`config.mk`:
```
export PLATFORM = sky130hd
export DESIGN_NAME = pioc_clocking
export DESIGN_NICKNAME = d
export VERILOG_FILES = /design/src/rtl/pioc_pkg.sv /design/src/rtl/pioc_clocking.sv /design/src/rtl/pioc_settle_timer.sv
export VERILOG_INCLUDE_DIRS = /design/src /design/src/rtl
export SDC_FILE = /design/constraint.sdc
export NUM_CORES = 1
export LEC_CHECK = 0
export BUFFER_PORTS_ARGS = -buffer_cell sky130_fd_sc_hd__buf_2
export CAP_MARGIN = 10
export CORE_AREA = 8 8 201 347
export DETAILED_ROUTE_END_ITERATION = 10
export DIE_AREA = 0 0 209 355
export PLACE_DENSITY_LB_ADDON = 0.2
export SETUP_SLACK_MARGIN = 0.1
export SLEW_MARGIN = 20
export SYNTH_ARGS = -nofsm -noshare
export SYNTH_HDL_FRONTEND = slang
export SYNTH_SLANG_ARGS = --single-unit
```
`constraint.sdc`:
```
create_clock -name CLK_I -period 142.9 [get_ports CLK_I]
set_input_delay 28.58 -clock CLK_I [delete_from_list [all_inputs] [get_ports CLK_I]]
set_output_delay 28.58 -clock CLK_I [all_outputs]
set_load 0.02 [all_outputs]
```
`src/rtl/pioc_defines.svh`:
```
`ifndef PIOC_DEFINES_SVH
`define PIOC_DEFINES_SVH
// ----------------------------------------
// register byte offsets
// ----------------------------------------
`define PIOC_OFS_TRIM   8'h00
`define PIOC_OFS_CFG    8'h04
`define PIOC_OFS_CTRL   8'h08
`define PIOC_OFS_FEAT   8'h0c
`define PIOC_OFS_STAT   8'h10
`define PIOC_OFS_CORE   8'h14
`define PIOC_OFS_USB    8'h18
// ----------------------------------------
// field positions
// ----------------------------------------
`define PIOC_TRIM_SRC   7
`define PIOC_TRIM_MASK  8'h9f
`define PIOC_CFG_MODE   3:0
`define PIOC_CFG_PRE    6:4
`define PIOC_CFG_CDIV   9:8
`define PIOC_CFG_USBEN  12
`define PIOC_CFG_USBLS  13
`define PIOC_CFG_MASK   32'h0000_337f
`define PIOC_CTRL_SEL   1:0
`define PIOC_CTRL_IFS   6:4
`define PIOC_CTRL_MASK  32'h0000_0073
`define PIOC_FEAT_MASK  32'h0000_000f
// ----------------------------------------
// reset values
// ----------------------------------------
`define PIOC_RST_TRIM   8'h00
`define PIOC_RST_CFG    32'h0000_0000
`define PIOC_RST_CTRL   32'h0000_0000
`define PIOC_RST_FEAT   32'h0000_0000
// ----------------------------------------
// frequencies in khz and timing
// ----------------------------------------
`define PIOC_PLL_REF_KHZ  24'd4000
`define PIOC_PLL_MULT     24'd24
`define PIOC_FAST_KHZ     24'd8000
`define PIOC_MAX_OSC_KHZ  24'd48000
`define PIOC_LS_USB_KHZ   24'd6000
`define PIOC_FS_USB_KHZ   24'd48000
`define PIOC_LS_CORE_KHZ  24'd24000
`define PIOC_LS_USB_DIV   24'd4
`define PIOC_SETTLE_US    1000
`define PIOC_CLK_KHZ      20000
`define PIOC_SETTLE_CYC   (`PIOC_SETTLE_US * `PIOC_CLK_KHZ / 1000)
`endif

```
`src/rtl/pioc_pkg.sv`:
```
package pioc_pkg;
  typedef enum logic [3:0] {
    slow_crystal_mode               = 4'h0,
    slow_crystal_pll_mode           = 4'h1,
    fast_crystal_mode               = 4'h2,
    fast_crystal_pll_mode           = 4'h3,
    ext_clock_mode                  = 4'h4,
    ext_clock_gpio_mode             = 4'h5,
    ext_clock_pll_mode              = 4'h6,
    ext_clock_pll_gpio_mode         = 4'h7,
    internal_core_slow_crystal_usb  = 4'h8,
    internal_core_fast_crystal_usb  = 4'h9,
    internal_core_ext_clock_out_usb = 4'ha,
    internal_core_ext_clock_gpio_usb = 4'hb
  } pioc_mode_t;
  typedef enum logic [1:0] {
    osc2_crystal = 2'h0,
    osc2_quarter = 2'h1,
    osc2_gpio    = 2'h2
  } pioc_osc2_t;
  typedef logic [23:0] pioc_khz_t;
  typedef struct packed {
    pioc_khz_t pll_out;
    pioc_khz_t fast;
    pioc_khz_t internal;
    pioc_khz_t core;
    pioc_khz_t usb;
  } pioc_freq_t;
  typedef struct packed {
    logic pll;
    logic fast;
    logic slow;
    logic xtal_hs;
    logic xtal_lp;
  } pioc_en_t;
endpackage

```
`src/rtl/pioc_clocking.sv`:
```
`timescale 1ns/10ps
`default_nettype none
`include "pioc_defines.svh"
// Overview of operation
// - pll runs only in the four pll-based oscillator modes
// - pll multiplies its fixed reference by twenty-four for usb and core
// - eight prescaler settings up to twelve bring the input to the reference
// - core from pll is pll output divided by two, three, four or six
// - fast and external pll modes accept inputs up to 48 MHz
// - slow crystal pll mode feeds the input to the pll undivided
// - fast internal oscillator gives 8 MHz and feeds a postscaler
// - fast oscillator enabled when 125 kHz to 8 MHz is selected
// - slow rc runs when selected or any timer-type feature is on
// - internal frequency select picks fast direct, slow rc, or postscaler
// - internal core modes take usb from one of four primary modes
// - trim value moves the fast oscillator in uniform steps
// - new trim takes effect after settling time, with no status flag
// - low-frequency source bit picks fast/256 or slow rc for 31 kHz
// - trim is signed: zero centre, 01111 max, 10000 min
// - trim bits six and five read as zero
// - trim changes never affect the slow rc frequency
// - usb needs 6 MHz low speed or 48 MHz full speed
// - low-speed usb clock is primary core chain divided by four
// - non-pll modes divide the core by one, two, three or four
module pioc_clocking
  import pioc_pkg::*;
#(
  parameter int        SETTLE_CYCLES = `PIOC_SETTLE_CYC,
  parameter pioc_khz_t TRIM_STEP_KHZ = 24'd40,
  parameter pioc_khz_t SLOW_KHZ      = 24'd31,
  parameter pioc_khz_t SEC_KHZ       = 24'd32
) (
  // clock and reset
  input  wire logic        CLK_I,
  input  wire logic        SRST_I,
  // axi4-lite write channels
  input  wire logic [7:0]  S_AXI_AWADDR_I,
  input  wire logic        S_AXI_AWVALID_I,
  output logic             S_AXI_AWREADY_O,
  input  wire logic [31:0] S_AXI_WDATA_I,
  input  wire logic [3:0]  S_AXI_WSTRB_I,
  input  wire logic        S_AXI_WVALID_I,
  output logic             S_AXI_WREADY_O,
  output logic [1:0]       S_AXI_BRESP_O,
  output logic             S_AXI_BVALID_O,
  input  wire logic        S_AXI_BREADY_I,
  // axi4-lite read channels
  input  wire logic [7:0]  S_AXI_ARADDR_I,
  input  wire logic        S_AXI_ARVALID_I,
  output logic             S_AXI_ARREADY_O,
  output logic [31:0]      S_AXI_RDATA_O,
  output logic [1:0]       S_AXI_RRESP_O,
  output logic             S_AXI_RVALID_O,
  input  wire logic        S_AXI_RREADY_I,
  // primary oscillator input frequency
  input  wire pioc_khz_t   OSC_KHZ_I,
  // clock network results
  output pioc_freq_t       FREQ_O,
  output pioc_en_t         EN_O,
  output pioc_osc2_t       OSC2_FUNC_O,
  output logic [4:0]       TRIM_APPLIED_O
);
  // ----------------------------------------
  // registers
  // ----------------------------------------
  logic [7:0]  internal_osc_trim;
  logic [31:0] clock_config;
  logic [31:0] osc_control_reg;
  logic [31:0] feature_enable;
  logic [31:0] status;
  logic [4:0]  trim_applied;
  logic        settle_done;
  logic        trim_write;
  // ----------------------------------------
  // axi write path
  // ----------------------------------------
  logic        aw_held;
  logic        w_held;
  logic [7:0]  aw_addr;
  logic [31:0] w_data;
  logic [3:0]  w_strb;
  logic        do_write;
  logic        wr_hit;

  assign S_AXI_AWREADY_O = !aw_held && !S_AXI_BVALID_O;
  assign S_AXI_WREADY_O  = !w_held && !S_AXI_BVALID_O;
  assign do_write        = aw_held && w_held && !S_AXI_BVALID_O;
  assign wr_hit = (aw_addr == `PIOC_OFS_TRIM) || (aw_addr == `PIOC_OFS_CFG) ||
                  (aw_addr == `PIOC_OFS_CTRL) || (aw_addr == `PIOC_OFS_FEAT) ||
                  (aw_addr == `PIOC_OFS_STAT) || (aw_addr == `PIOC_OFS_CORE) ||
                  (aw_addr == `PIOC_OFS_USB);
  assign trim_write = do_write && (aw_addr == `PIOC_OFS_TRIM) && w_strb[0];

  always_ff @(posedge CLK_I) begin
    if (SRST_I) begin
      aw_held <= 1'b0;
      aw_addr <= 8'h00;
    end else if (S_AXI_AWVALID_I && S_AXI_AWREADY_O) begin
      aw_held <= 1'b1;
      aw_addr <= {S_AXI_AWADDR_I[7:2], 2'b00};
    end else if (do_write) begin
      aw_held <= 1'b0;
    end
  end

  always_ff @(posedge CLK_I) begin
    if (SRST_I) begin
      w_held <= 1'b0;
      w_data <= 32'h0000_0000;
      w_strb <= 4'h0;
    end else if (S_AXI_WVALID_I && S_AXI_WREADY_O) begin
      w_held <= 1'b1;
      w_data <= S_AXI_WDATA_I;
      w_strb <= S_AXI_WSTRB_I;
    end else if (do_write) begin
      w_held <= 1'b0;
    end
  end

  always_ff @(posedge CLK_I) begin
    if (SRST_I) begin
      S_AXI_BVALID_O <= 1'b0;
      S_AXI_BRESP_O  <= 2'b00;
    end else if (do_write) begin
      S_AXI_BVALID_O <= 1'b1;
      S_AXI_BRESP_O  <= wr_hit ? 2'b00 : 2'b11;
    end else if (S_AXI_BREADY_I) begin
      S_AXI_BVALID_O <= 1'b0;
    end
  end

  function automatic logic [31:0] merge(input logic [31:0] old, input logic [31:0] nw,
                                        input logic [3:0] st, input logic [31:0] msk);
    logic [31:0] res;
    res = old;
    for (int b = 0; b < 4; b++) begin
      if (st[b]) begin
        res[b*8 +: 8] = nw[b*8 +: 8];
      end
    end
    return res & msk;
  endfunction

  // unused trim bits are masked so they always read zero
  always_ff @(posedge CLK_I) begin
    if (SRST_I) begin
      internal_osc_trim <= `PIOC_RST_TRIM;
    end else if (trim_write) begin
      internal_osc_trim <= w_data[7:0] & `PIOC_TRIM_MASK;
    end
  end

  always_ff @(posedge CLK_I) begin
    if (SRST_I) begin
      clock_config <= `PIOC_RST_CFG;
    end else if (do_write && aw_addr == `PIOC_OFS_CFG) begin
      clock_config <= merge(clock_config, w_data, w_strb, `PIOC_CFG_MASK);
    end
  end

  always_ff @(posedge CLK_I) begin
    if (SRST_I) begin
      osc_control_reg <= `PIOC_RST_CTRL;
    end else if (do_write && aw_addr == `PIOC_OFS_CTRL) begin
      osc_control_reg <= merge(osc_control_reg, w_data, w_strb, `PIOC_CTRL_MASK);
    end
  end

  always_ff @(posedge CLK_I) begin
    if (SRST_I) begin
      feature_enable <= `PIOC_RST_FEAT;
    end else if (do_write && aw_addr == `PIOC_OFS_FEAT) begin
      feature_enable <= merge(feature_enable, w_data, w_strb, `PIOC_FEAT_MASK);
    end
  end

  // ----------------------------------------
  // trim settling
  // ----------------------------------------
  // two register stages follow the timer, so it counts that much less
  pioc_settle_timer #(
    .CYCLES (SETTLE_CYCLES - 2)
  ) u_settle (
    .clk_i   (CLK_I),
    .srst_i  (SRST_I),
    .start_i (trim_write),
    .done_o  (settle_done)
  );

  // oscillator drifts to the new value; software sees no completion flag
  always_ff @(posedge CLK_I) begin
    if (SRST_I) begin
      trim_applied <= 5'h00;
    end else if (settle_done) begin
      trim_applied <= internal_osc_trim[4:0];
    end
  end

  // ----------------------------------------
  // frequency plan
  // ----------------------------------------
  pioc_mode_t        mode;
  logic [2:0]        ifs;
  logic              pll_mode;
  logic              int_mode;
  logic              fast_pll_mode;
  logic signed [24:0] fast_s;
  pioc_khz_t         fast_khz;
  pioc_khz_t         low_khz;
  pioc_khz_t         pll_ref;
  pioc_khz_t         primary_core;
  pioc_freq_t        next_freq;
  pioc_en_t          next_en;
  pioc_osc2_t        next_osc2;
  logic [31:0]       next_status;

  function automatic pioc_khz_t prescale(input pioc_khz_t f, input logic [2:0] s);
    unique case (s)
      3'h0: return f;
      3'h1: return f / 24'd2;
      3'h2: return f / 24'd3;
      3'h3: return f / 24'd4;
      3'h4: return f / 24'd5;
      3'h5: return f / 24'd6;
      3'h6: return f / 24'd10;
      3'h7: return f / 24'd12;
    endcase
  endfunction

  always_comb begin
    mode     = pioc_mode_t'(clock_config[`PIOC_CFG_MODE]);
    ifs      = osc_control_reg[`PIOC_CTRL_IFS];
    int_mode = clock_config[3];
    pll_mode = (mode == fast_crystal_pll_mode) || (mode == slow_crystal_pll_mode) ||
               (mode == ext_clock_pll_mode) || (mode == ext_clock_pll_gpio_mode);
    fast_pll_mode = pll_mode && (mode != slow_crystal_pll_mode);
    // signed trim, uniform steps; slow rc has no trim input
    fast_s = $signed(25'(`PIOC_FAST_KHZ)) +
             $signed({{20{trim_applied[4]}}, trim_applied}) *
             $signed(25'(TRIM_STEP_KHZ));
    fast_khz = fast_s[23:0];
    low_khz = internal_osc_trim[`PIOC_TRIM_SRC] ? (fast_khz >> 8) : SLOW_KHZ;
    next_freq.fast = fast_khz;
    unique case (ifs)
      3'h0:    next_freq.internal = low_khz;
      3'h7:    next_freq.internal = fast_khz;
      default: next_freq.internal = fast_khz >> (3'h7 - ifs);
    endcase
    pll_ref = (mode == slow_crystal_pll_mode) ? OSC_KHZ_I
                                              : prescale(OSC_KHZ_I, clock_config[`PIOC_CFG_PRE]);
    next_freq.pll_out = pll_mode ? 24'(pll_ref * `PIOC_PLL_MULT) : 24'h000000;
    if (pll_mode) begin
      unique case (clock_config[`PIOC_CFG_CDIV])
        2'h0: primary_core = next_freq.pll_out / 24'd2;
        2'h1: primary_core = next_freq.pll_out / 24'd3;
        2'h2: primary_core = next_freq.pll_out / 24'd4;
        2'h3: primary_core = next_freq.pll_out / 24'd6;
      endcase
    end else begin
      unique case (clock_config[`PIOC_CFG_CDIV])
        2'h0: primary_core = OSC_KHZ_I;
        2'h1: primary_core = OSC_KHZ_I / 24'd2;
        2'h2: primary_core = OSC_KHZ_I / 24'd3;
        2'h3: primary_core = OSC_KHZ_I / 24'd4;
      endcase
    end
    if (int_mode || osc_control_reg[1]) begin
      next_freq.core = next_freq.internal;
    end else if (osc_control_reg[0]) begin
      next_freq.core = SEC_KHZ;
    end else begin
      next_freq.core = primary_core;
    end
    if (!clock_config[`PIOC_CFG_USBEN]) begin
      next_freq.usb = 24'h000000;
    end else if (clock_config[`PIOC_CFG_USBLS]) begin
      next_freq.usb = primary_core / `PIOC_LS_USB_DIV;
    end else begin
      next_freq.usb = pll_mode ? next_freq.pll_out / 24'd2 : OSC_KHZ_I;
    end
    next_en.pll  = pll_mode;
    next_en.fast = (ifs != 3'h0) || internal_osc_trim[`PIOC_TRIM_SRC];
    next_en.slow = ((int_mode || osc_control_reg[1]) && ifs == 3'h0 &&
                    !internal_osc_trim[`PIOC_TRIM_SRC]) ||
                   (feature_enable[3:0] != 4'h0);
    next_en.xtal_hs = (mode == fast_crystal_mode) || (mode == fast_crystal_pll_mode) ||
                      (mode == internal_core_fast_crystal_usb) || fast_pll_mode;
    next_en.xtal_lp = (mode == slow_crystal_mode) || (mode == slow_crystal_pll_mode) ||
                      (mode == internal_core_slow_crystal_usb);
    unique case (mode)
      ext_clock_mode, ext_clock_pll_mode, internal_core_ext_clock_out_usb:
        next_osc2 = osc2_quarter;
      ext_clock_gpio_mode, ext_clock_pll_gpio_mode, internal_core_ext_clock_gpio_usb:
        next_osc2 = osc2_gpio;
      default:
        next_osc2 = osc2_crystal;
    endcase
    next_status = 32'h0000_0000;
    next_status[0] = next_en.pll;
    next_status[1] = next_en.fast;
    next_status[2] = next_en.slow;
    next_status[3] = !pll_mode || (pll_ref == `PIOC_PLL_REF_KHZ);
    next_status[4] = !clock_config[`PIOC_CFG_USBEN] ||
                     (next_freq.usb == (clock_config[`PIOC_CFG_USBLS] ? `PIOC_LS_USB_KHZ
                                                                       : `PIOC_FS_USB_KHZ));
    // the core limit is the configuring party's duty; it is only reported
    next_status[5] = clock_config[`PIOC_CFG_USBEN] && clock_config[`PIOC_CFG_USBLS] &&
                     !int_mode && (osc_control_reg[1:0] == 2'b00) &&
                     (primary_core != `PIOC_LS_CORE_KHZ);
    next_status[6] = !fast_pll_mode || (OSC_KHZ_I <= `PIOC_MAX_OSC_KHZ);
  end

  always_ff @(posedge CLK_I) begin
    if (SRST_I) begin
      FREQ_O         <= '0;
      EN_O           <= '0;
      OSC2_FUNC_O    <= osc2_crystal;
      status         <= 32'h0000_0000;
      TRIM_APPLIED_O <= 5'h00;
    end else begin
      FREQ_O         <= next_freq;
      EN_O           <= next_en;
      OSC2_FUNC_O    <= next_osc2;
      status         <= next_status;
      TRIM_APPLIED_O <= trim_applied;
    end
  end

  // ----------------------------------------
  // axi read path
  // ----------------------------------------
  assign S_AXI_ARREADY_O = !S_AXI_RVALID_O;

  always_ff @(posedge CLK_I) begin
    if (SRST_I) begin
      S_AXI_RVALID_O <= 1'b0;
      S_AXI_RDATA_O  <= 32'h0000_0000;
      S_AXI_RRESP_O  <= 2'b00;
    end else if (S_AXI_ARVALID_I && S_AXI_ARREADY_O) begin
      S_AXI_RVALID_O <= 1'b1;
      S_AXI_RRESP_O  <= 2'b00;
      unique case ({S_AXI_ARADDR_I[7:2], 2'b00})
        `PIOC_OFS_TRIM: S_AXI_RDATA_O <= {24'h000000, internal_osc_trim};
        `PIOC_OFS_CFG:  S_AXI_RDATA_O <= clock_config;
        `PIOC_OFS_CTRL: S_AXI_RDATA_O <= osc_control_reg;
        `PIOC_OFS_FEAT: S_AXI_RDATA_O <= feature_enable;
        `PIOC_OFS_STAT: S_AXI_RDATA_O <= status;
        `PIOC_OFS_CORE: S_AXI_RDATA_O <= {8'h00, FREQ_O.core};
        `PIOC_OFS_USB:  S_AXI_RDATA_O <= {8'h00, FREQ_O.usb};
        default: begin
          S_AXI_RDATA_O <= 32'h0000_0000;
          S_AXI_RRESP_O <= 2'b11;
        end
      endcase
    end else if (S_AXI_RREADY_I) begin
      S_AXI_RVALID_O <= 1'b0;
    end
  end
endmodule
`default_nettype wire

```
`src/rtl/pioc_settle_timer.sv`:
```
`timescale 1ns/10ps
`default_nettype none
module pioc_settle_timer #(
  parameter int CYCLES = 20000
) (
  input  wire logic clk_i,
  input  wire logic srst_i,
  input  wire logic start_i,
  output logic      done_o
);
  localparam int W = $clog2(CYCLES + 1);
  logic [W-1:0] count;
  // restart on every start so the latest change wins
  always_ff @(posedge clk_i) begin
    if (srst_i || start_i) begin
      count <= start_i ? W'(CYCLES) : '0;
    end else if (count != '0) begin
      count <= count - W'(1);
    end
  end
  always_ff @(posedge clk_i) begin
    if (srst_i) begin
      done_o <= 1'b0;
    end else begin
      done_o <= !start_i && (count == W'(1));
    end
  end
endmodule
`default_nettype wire

```
==> run_results.csv, run 1 <==
group,metric,value,unit
sta,final-setup-viol-count,0,
placed_design,numPortBuffers,195,
logic_synthesis,synth.avg_cell_area,7.064,sq um
logic_synthesis,synth-xor-area-share,6.275,%
floorplan,rows,124,
grt,first_global_vias,34290,
detailed_routing,first_pass_iters,8,
sta,period_share,89.37,%
final_layout,reg_top3,"FREQ_O: 92 flops, S_AXI_RDATA_O: 24 flops, u_settle.count: 15 flops",
floorplan,io-pin-count,256,
placed_design,gp_congestion,0.9902,
detailed_routing,drt-initial-drc-count,2370,
floorplan,die_area,74200,sq um
detailed_routing,vias,35330,
logic_synthesis,synth.most_common_cell,"nor2_1",
logic_synthesis,synth_common_cells,"nor2_1 (542), nand2_1 (406), a21oi_1 (336)",
grt,grt_overflow,0,
critical_path,worstSetupPathType,"input port to flip-flop",
sta,tightest_slew,1.121,ns
sta,maxSlewHeadroom,24.58,%
sta,slew_violations,0,
clocking,cts_buffer_depth,3,
critical_path,worst_path_most_repeated_cell,"ha_1",
logic_synthesis,synth-simple-area-share,30.15,%
clocking,cts_buffers,20,
final_layout,regMostFlops,"FREQ_O",
critical_path,critPathSlowestCell,"nor4_1",
logic_synthesis,syn_area,32240,sq um
logic_synthesis,synth_top_family_by_area,"compound AO/OA/AOI/OAI gates",
logic_synthesis,ys_ff_latch,205,
detailed_routing,wl_per_cell,21.21,microns
clocking,clock-root-buffer,"clkbuf_16",
logic_synthesis,synthMuxAreaShare,6.691,%
logic_synthesis,yosysTopAreaCell,"dfxtp_1",
logic_synthesis,synth_fa_ha_area_share,6.877,%
logic_synthesis,synthArstFlopShare,0,%
clocking,htree_levels,1,
clocking,clock-sinks,205,
critical_path,worstSetupStartpointType,"input port",
floorplan,core_area,64850,sq um
logic_synthesis,synthDistinctLibCells,144,
detailed_routing,drc,0,
floorplan,fp.dieW,209,microns
clocking,postCtsHoldBufs,0,
final_layout,syn_to_final_growth,6.043,%
floorplan,die_h,355,microns
detailed_routing,avgViaCountPerCell,6.512,
clocking,cts_resized,0,
run_status,status,"finished, final reports clean",
sta,hold_violations,0,
sta,finalClockSkew,0.01958,ns
final_layout,drive_gt1_share,11.96,%
critical_path,end_kind,"flip-flop",
final_layout,fin_nets,4842,
clocking,cts_tree,"built",
clocking,post_cts_buffers,0,
hold_path,hold_class,"flip-flop to flip-flop",
sta,timing.setup.tns,0,ns
logic_synthesis,synth_top_area_share,11.80,%
sta,fmax,7.830,MHz
grt,grt_max_degree,92,
placed_design,dp_hpwl,93.06,mm
logic_synthesis,synthTopCellsByArea,"dfxtp_1 (12%), ha_1 (6.6%), nor2_1 (6.3%)",
sta,rsz0062_at_grt,"false",
grt,grt_use_total,29.39,%
sta,fin_crit,127.71,ns
logic_synthesis,ys.flop_type,"dfxtp_1",
logic_synthesis,synth_compound_area_share,30.99,%
logic_synthesis,yosys_warnings,0,
detailed_routing,drt_wl_total,115.1,mm
final_layout,largest_register_ffs,92,
clocking,insertion_delay,0.52,ns
job,maxCapViolCount,0,
critical_path,crit_fanout,28,
critical_path,arrival,128.09,ns
logic_synthesis,yosysSeqAreaShare,13.20,%
grt,grt_pass1_wl,181.2,mm
critical_path,cpPeakStageDelay,0.93,ns
clocking,clkTransAtPathRegs,0.06,ns
detailed_routing,ant_nets,0,
grt,grt_antenna_before_repair,7,
critical_path,cp.required,143.28,ns
floorplan,initial_core_util,49.71,%
logic_synthesis,syn_inst,4564,
logic_synthesis,synth-edff-count,15,
## final timing paths
path	from	endpoint	slack, ns	cells past startpoint
min	w_data[8]	w_data[8]	0.47	2
min reg2reg	w_data[8]	w_data[8]	0.47	2
max	OSC_KHZ_I[21]	FREQ_O[24]	15.19	396
max reg2reg	clock_config[5]	FREQ_O[24]	42.11	400
## cell type report
| class | instances | area, sq um |
|---|---|---|
| inverter | 164 | 615.6 |
| clock inverter | 13 | 196.4 |
| multi-input combinational | 3962 | 26290 |
| tap | 819 | 1025 |
| clock buffer | 22 | 518.0 |
| timing repair buffer | 234 | 1271 |
| sequential | 205 | 4257 |
| fill | 6623 | 30660 |
| antenna | 6 | 15.01 |
## logic make-up (layout without fill, tap and decap cells)
family,count (synthesis),in the layout
and+or+nand+nor,1897,1897
AOI/OAI and AO/OA,1445,1445
xor gates and xnor gates,231,231
buffers and inverters,430,433
other,1,40
adders and majority gates,177,177
DFF,205,205
muxes,178,178
## layer usage
layer	wire length, microns	global-route usage, %	vias up
met5	32	0	-
met1	41900	29.99	16550
met2	59030	55.89	1261
li1	-	-	17060
met4	8084	18.88	6
met3	6023	3.365	451
## critical path: cells and delay by family
kind,cells,cell delay (ns)
XOR/XNOR,17,4.55
AO/OA/AOI/OAI,151,35.97
buffers and inverters,23,3.07
multiplexers,15,4.46
adder cells (fa/ha/maj),43,13.91
AND/OR/NAND/NOR,147,37.26
## layout by cell type, fill, tap and decap left out, types with 58 or more instances in the layout
master	Yosys	routed
nand2b_1	68	68
o21ai_0	265	264
a21oi_1	336	335
nand2_1	406	406
nor3_1	163	163
a31oi_1	58	58
xnor2_1	154	154
ha_1	170	170
mux2i_1	97	97
dfxtp_1	190	188
buf_2	25	194
and3_1	63	63
nand3_1	141	141
nand4_1	60	60
a21o_1	64	64
and2_1	80	80
inv_1	159	159
nor2_1	542	538
a211oi_1	78	78
xor2_1	77	77
## per-stage QoR
step	utilization, %	cell area [sq um]	hold WS, ns	cells	setup WS [ns]
CTS	52.68	34160	0.4659	5419	16.67
detailed placement	51.58	33450	0.4565	5384	16.47
global placement	51.57	33440	0.4563	5384	17.25
floorplan	-	32360	0.4321	4597	32.78
finish	52.72	34190	0.4660	5425	15.19
global route	52.70	34180	0.4887	5420	8.090
Power of run 1 is left out: the tool's default activity adds up to more than one toggle a clock period on the data nets, which glitch-free logic cannot reach.
==> run 2, diff against run 1 <==
--- a/config.mk
+++ b/config.mk
@@ -6,11 +6,11 @@
 export SDC_FILE = /design/constraint.sdc
 export NUM_CORES = 1
 export LEC_CHECK = 0
-export BUFFER_PORTS_ARGS = -buffer_cell sky130_fd_sc_hd__buf_2
 export CAP_MARGIN = 10
 export CORE_AREA = 8 8 201 347
 export DETAILED_ROUTE_END_ITERATION = 10
 export DIE_AREA = 0 0 209 355
+export DONT_BUFFER_PORTS = 1
 export PLACE_DENSITY_LB_ADDON = 0.2
 export SETUP_SLACK_MARGIN = 0.1
 export SLEW_MARGIN = 20
==> run_results.csv, run 2 (synthesized netlist as in run 1, its figures left out) <==
group,metric,value,unit
final_layout,regMostFlops,"FREQ_O",
critical_path,r2r-start,"clock_config[4]",
clocking,cts_resized,0,
critical_path,arrival,127.06,ns
critical_path,r2r_cells,400,
hold_path,hold_class,"flip-flop to flip-flop",
grt,first_global_vias,33420,
floorplan,initial_core_util,49.71,%
placed_design,gp_congestion,0.9617,
clocking,post_cts_buffers,0,
sta,maxSlewHeadroom,19.98,%
run_status,status,"finished, final reports clean",
final_layout,final_common_cell,"nor2_1",
floorplan,rows,124,
critical_path,r2r_end,"FREQ_O[24]",
critical_path,worst_path_most_repeated_cell,"ha_1",
final_layout,multiInputGateArea,26290,sq um
clocking,cts_buffer_depth,3,
detailed_routing,vias,34600,
critical_path,worstSetupPathType,"input port to flip-flop",
detailed_routing,avgViaCountPerCell,6.623,
final_layout,n_antenna_cell,0,
final_layout,seqCellArea,4258,sq um
clocking,cts_buffers,23,
grt,grt_max_degree,148,
detailed_routing,wl_met3,6.419,mm
hold_path,hp-start,"w_strb[1]",
floorplan,die_h,355,microns
sta,finalClockSkew,0.03747,ns
critical_path,critPathSlowestCell,"nor4_1",
detailed_routing,wl_met1,41.04,mm
critical_path,crit_start,"OSC_KHZ_I[21]",
sta,hold_violations,0,
placed_design,numPortBuffers,0,
clocking,htree_levels,1,
clocking,clkTransAtPathRegs,0.06,ns
final_layout,final_cell_mix,"nor2_1 (538), nand2_1 (406), a21oi_1 (335), o21ai_0 (264), dfxtp_1 (187)",
clocking,cts_tree,"built",
clocking,insertion_delay,0.55,ns
detailed_routing,drt_wl_total,114.1,mm
final_layout,fin_nets,4646,
critical_path,r2r_slack,42.65,ns
detailed_routing,first_pass_iters,6,
floorplan,die_area,74200,sq um
critical_path,cp.required,143.30,ns
critical_path,crit_fanout,28,
grt,grt_antenna_before_repair,1,
sta,fmax,7.895,MHz
critical_path,cpPeakStageDelay,0.97,ns
grt,grt_use_total,28.88,%
detailed_routing,wl_per_cell,21.85,microns
sta,tightest_slew,1.189,ns
sta,fin_crit,126.66,ns
sta,final-setup-viol-count,0,
clocking,clock-sinks,205,
final_layout,reg_top3,"FREQ_O: 92 flops, S_AXI_RDATA_O: 24 flops, u_settle.count: 15 flops",
critical_path,worstSetupStartpointType,"input port",
job,maxCapViolCount,0,
floorplan,fp.dieW,209,microns
sta,period_share,88.64,%
sta,slew_violations,0,
hold_path,min_path_cells,2,
clocking,clock-root-buffer,"clkbuf_16",
grt,grt_overflow,0,
detailed_routing,ant_nets,0,
detailed_routing,drt-initial-drc-count,2368,
detailed_routing,top_layer,"met5",
detailed_routing,met2_length,59.15,mm
clocking,postCtsHoldBufs,0,
detailed_routing,drc,0,
grt,grt_pass1_wl,177.5,mm
floorplan,core_area,64850,sq um
sta,rsz0062_at_grt,"false",
placed_design,dp_hpwl,91.99,mm
hold_path,holdPathEnd,"w_strb[1]",
critical_path,end_kind,"flip-flop",
floorplan,io-pin-count,256,
sta,timing.setup.tns,0,ns
final_layout,largest_register_ffs,92,
final_layout,fill_cells,6627,
final_layout,syn_to_final_growth,2.996,%
final_layout,drive_gt1_share,7.991,%
-- run 2: cell count changes in the layout (fill, tap and decap cells not counted), moves of 2 or more --
cell	before	now
diode_2	6	0
clkbuf_1	1	5
clkinv_2	4	2
buf_2	194	0
clkbuf_16	20	24
clkbuf_8	1	3
buf_4	40	35
bufinv_16	4	1
-- run 2: worst max path at each step --
stage	slack, ns	end	cells past startpoint
after floorplan	32.78	status[5]	422
after global placement	17.89	FREQ_O[24]	395
after detailed placement	17.26	FREQ_O[24]	396
after CTS	17.38	FREQ_O[24]	395
after global routing	9.18	FREQ_O[24]	397
final	16.24	FREQ_O[24]	395
-- run 2: area by class of cell --
cell class / instances / share of cell area (%)
multi-input cells: 3962 / 79.17
flip-flops and latches: 205 / 12.82
well taps: 819 / 3.086
clock buffers: 32 / 1.990
inverters: 164 / 1.854
repair buffers: 35 / 0.7913
clock inverters: 7 / 0.2826
-- run 2: per-stage QoR --
| step | cell area (sq um) | hold WS (ns) | instances | util [%] | worst slack [ns] |
|---|---|---|---|---|---|
| after floorplan | 32360 | 0.4321 | 4597 | - | 32.78 |
| after global placement | 32430 | 0.4550 | 5185 | 50.01 | 17.89 |
| after detailed placement | 32440 | 0.4564 | 5185 | 50.02 | 17.26 |
| after CTS | 33200 | 0.4653 | 5224 | 51.19 | 17.38 |
| after global routing | 33210 | 0.4919 | 5224 | 51.20 | 9.175 |
| final | 33210 | 0.4662 | 5224 | 51.20 | 16.24 |
-- run 2: per-layer routing --
| metal | vias to the layer above | GRT usage (%) |
|---|---|---|
| li1 | 16650 | - |
| met1 | 16300 | 29.15 |
| met2 | 1238 | 55.62 |
| met3 | 408 | 3.708 |
| met4 | 2 | 17.23 |
| met5 | - | 0 |
-- run 2: critical path: cells and delay by family --
kind            cells  cell delay (ns)
xor+xnor           17             4.53
mux                14             4.18
fa+ha+maj          43            13.65
compound gates    152            36.48
simple gates      147            36.74
buf+inv            22             2.70
Power of run 2 is left out for the same reason.
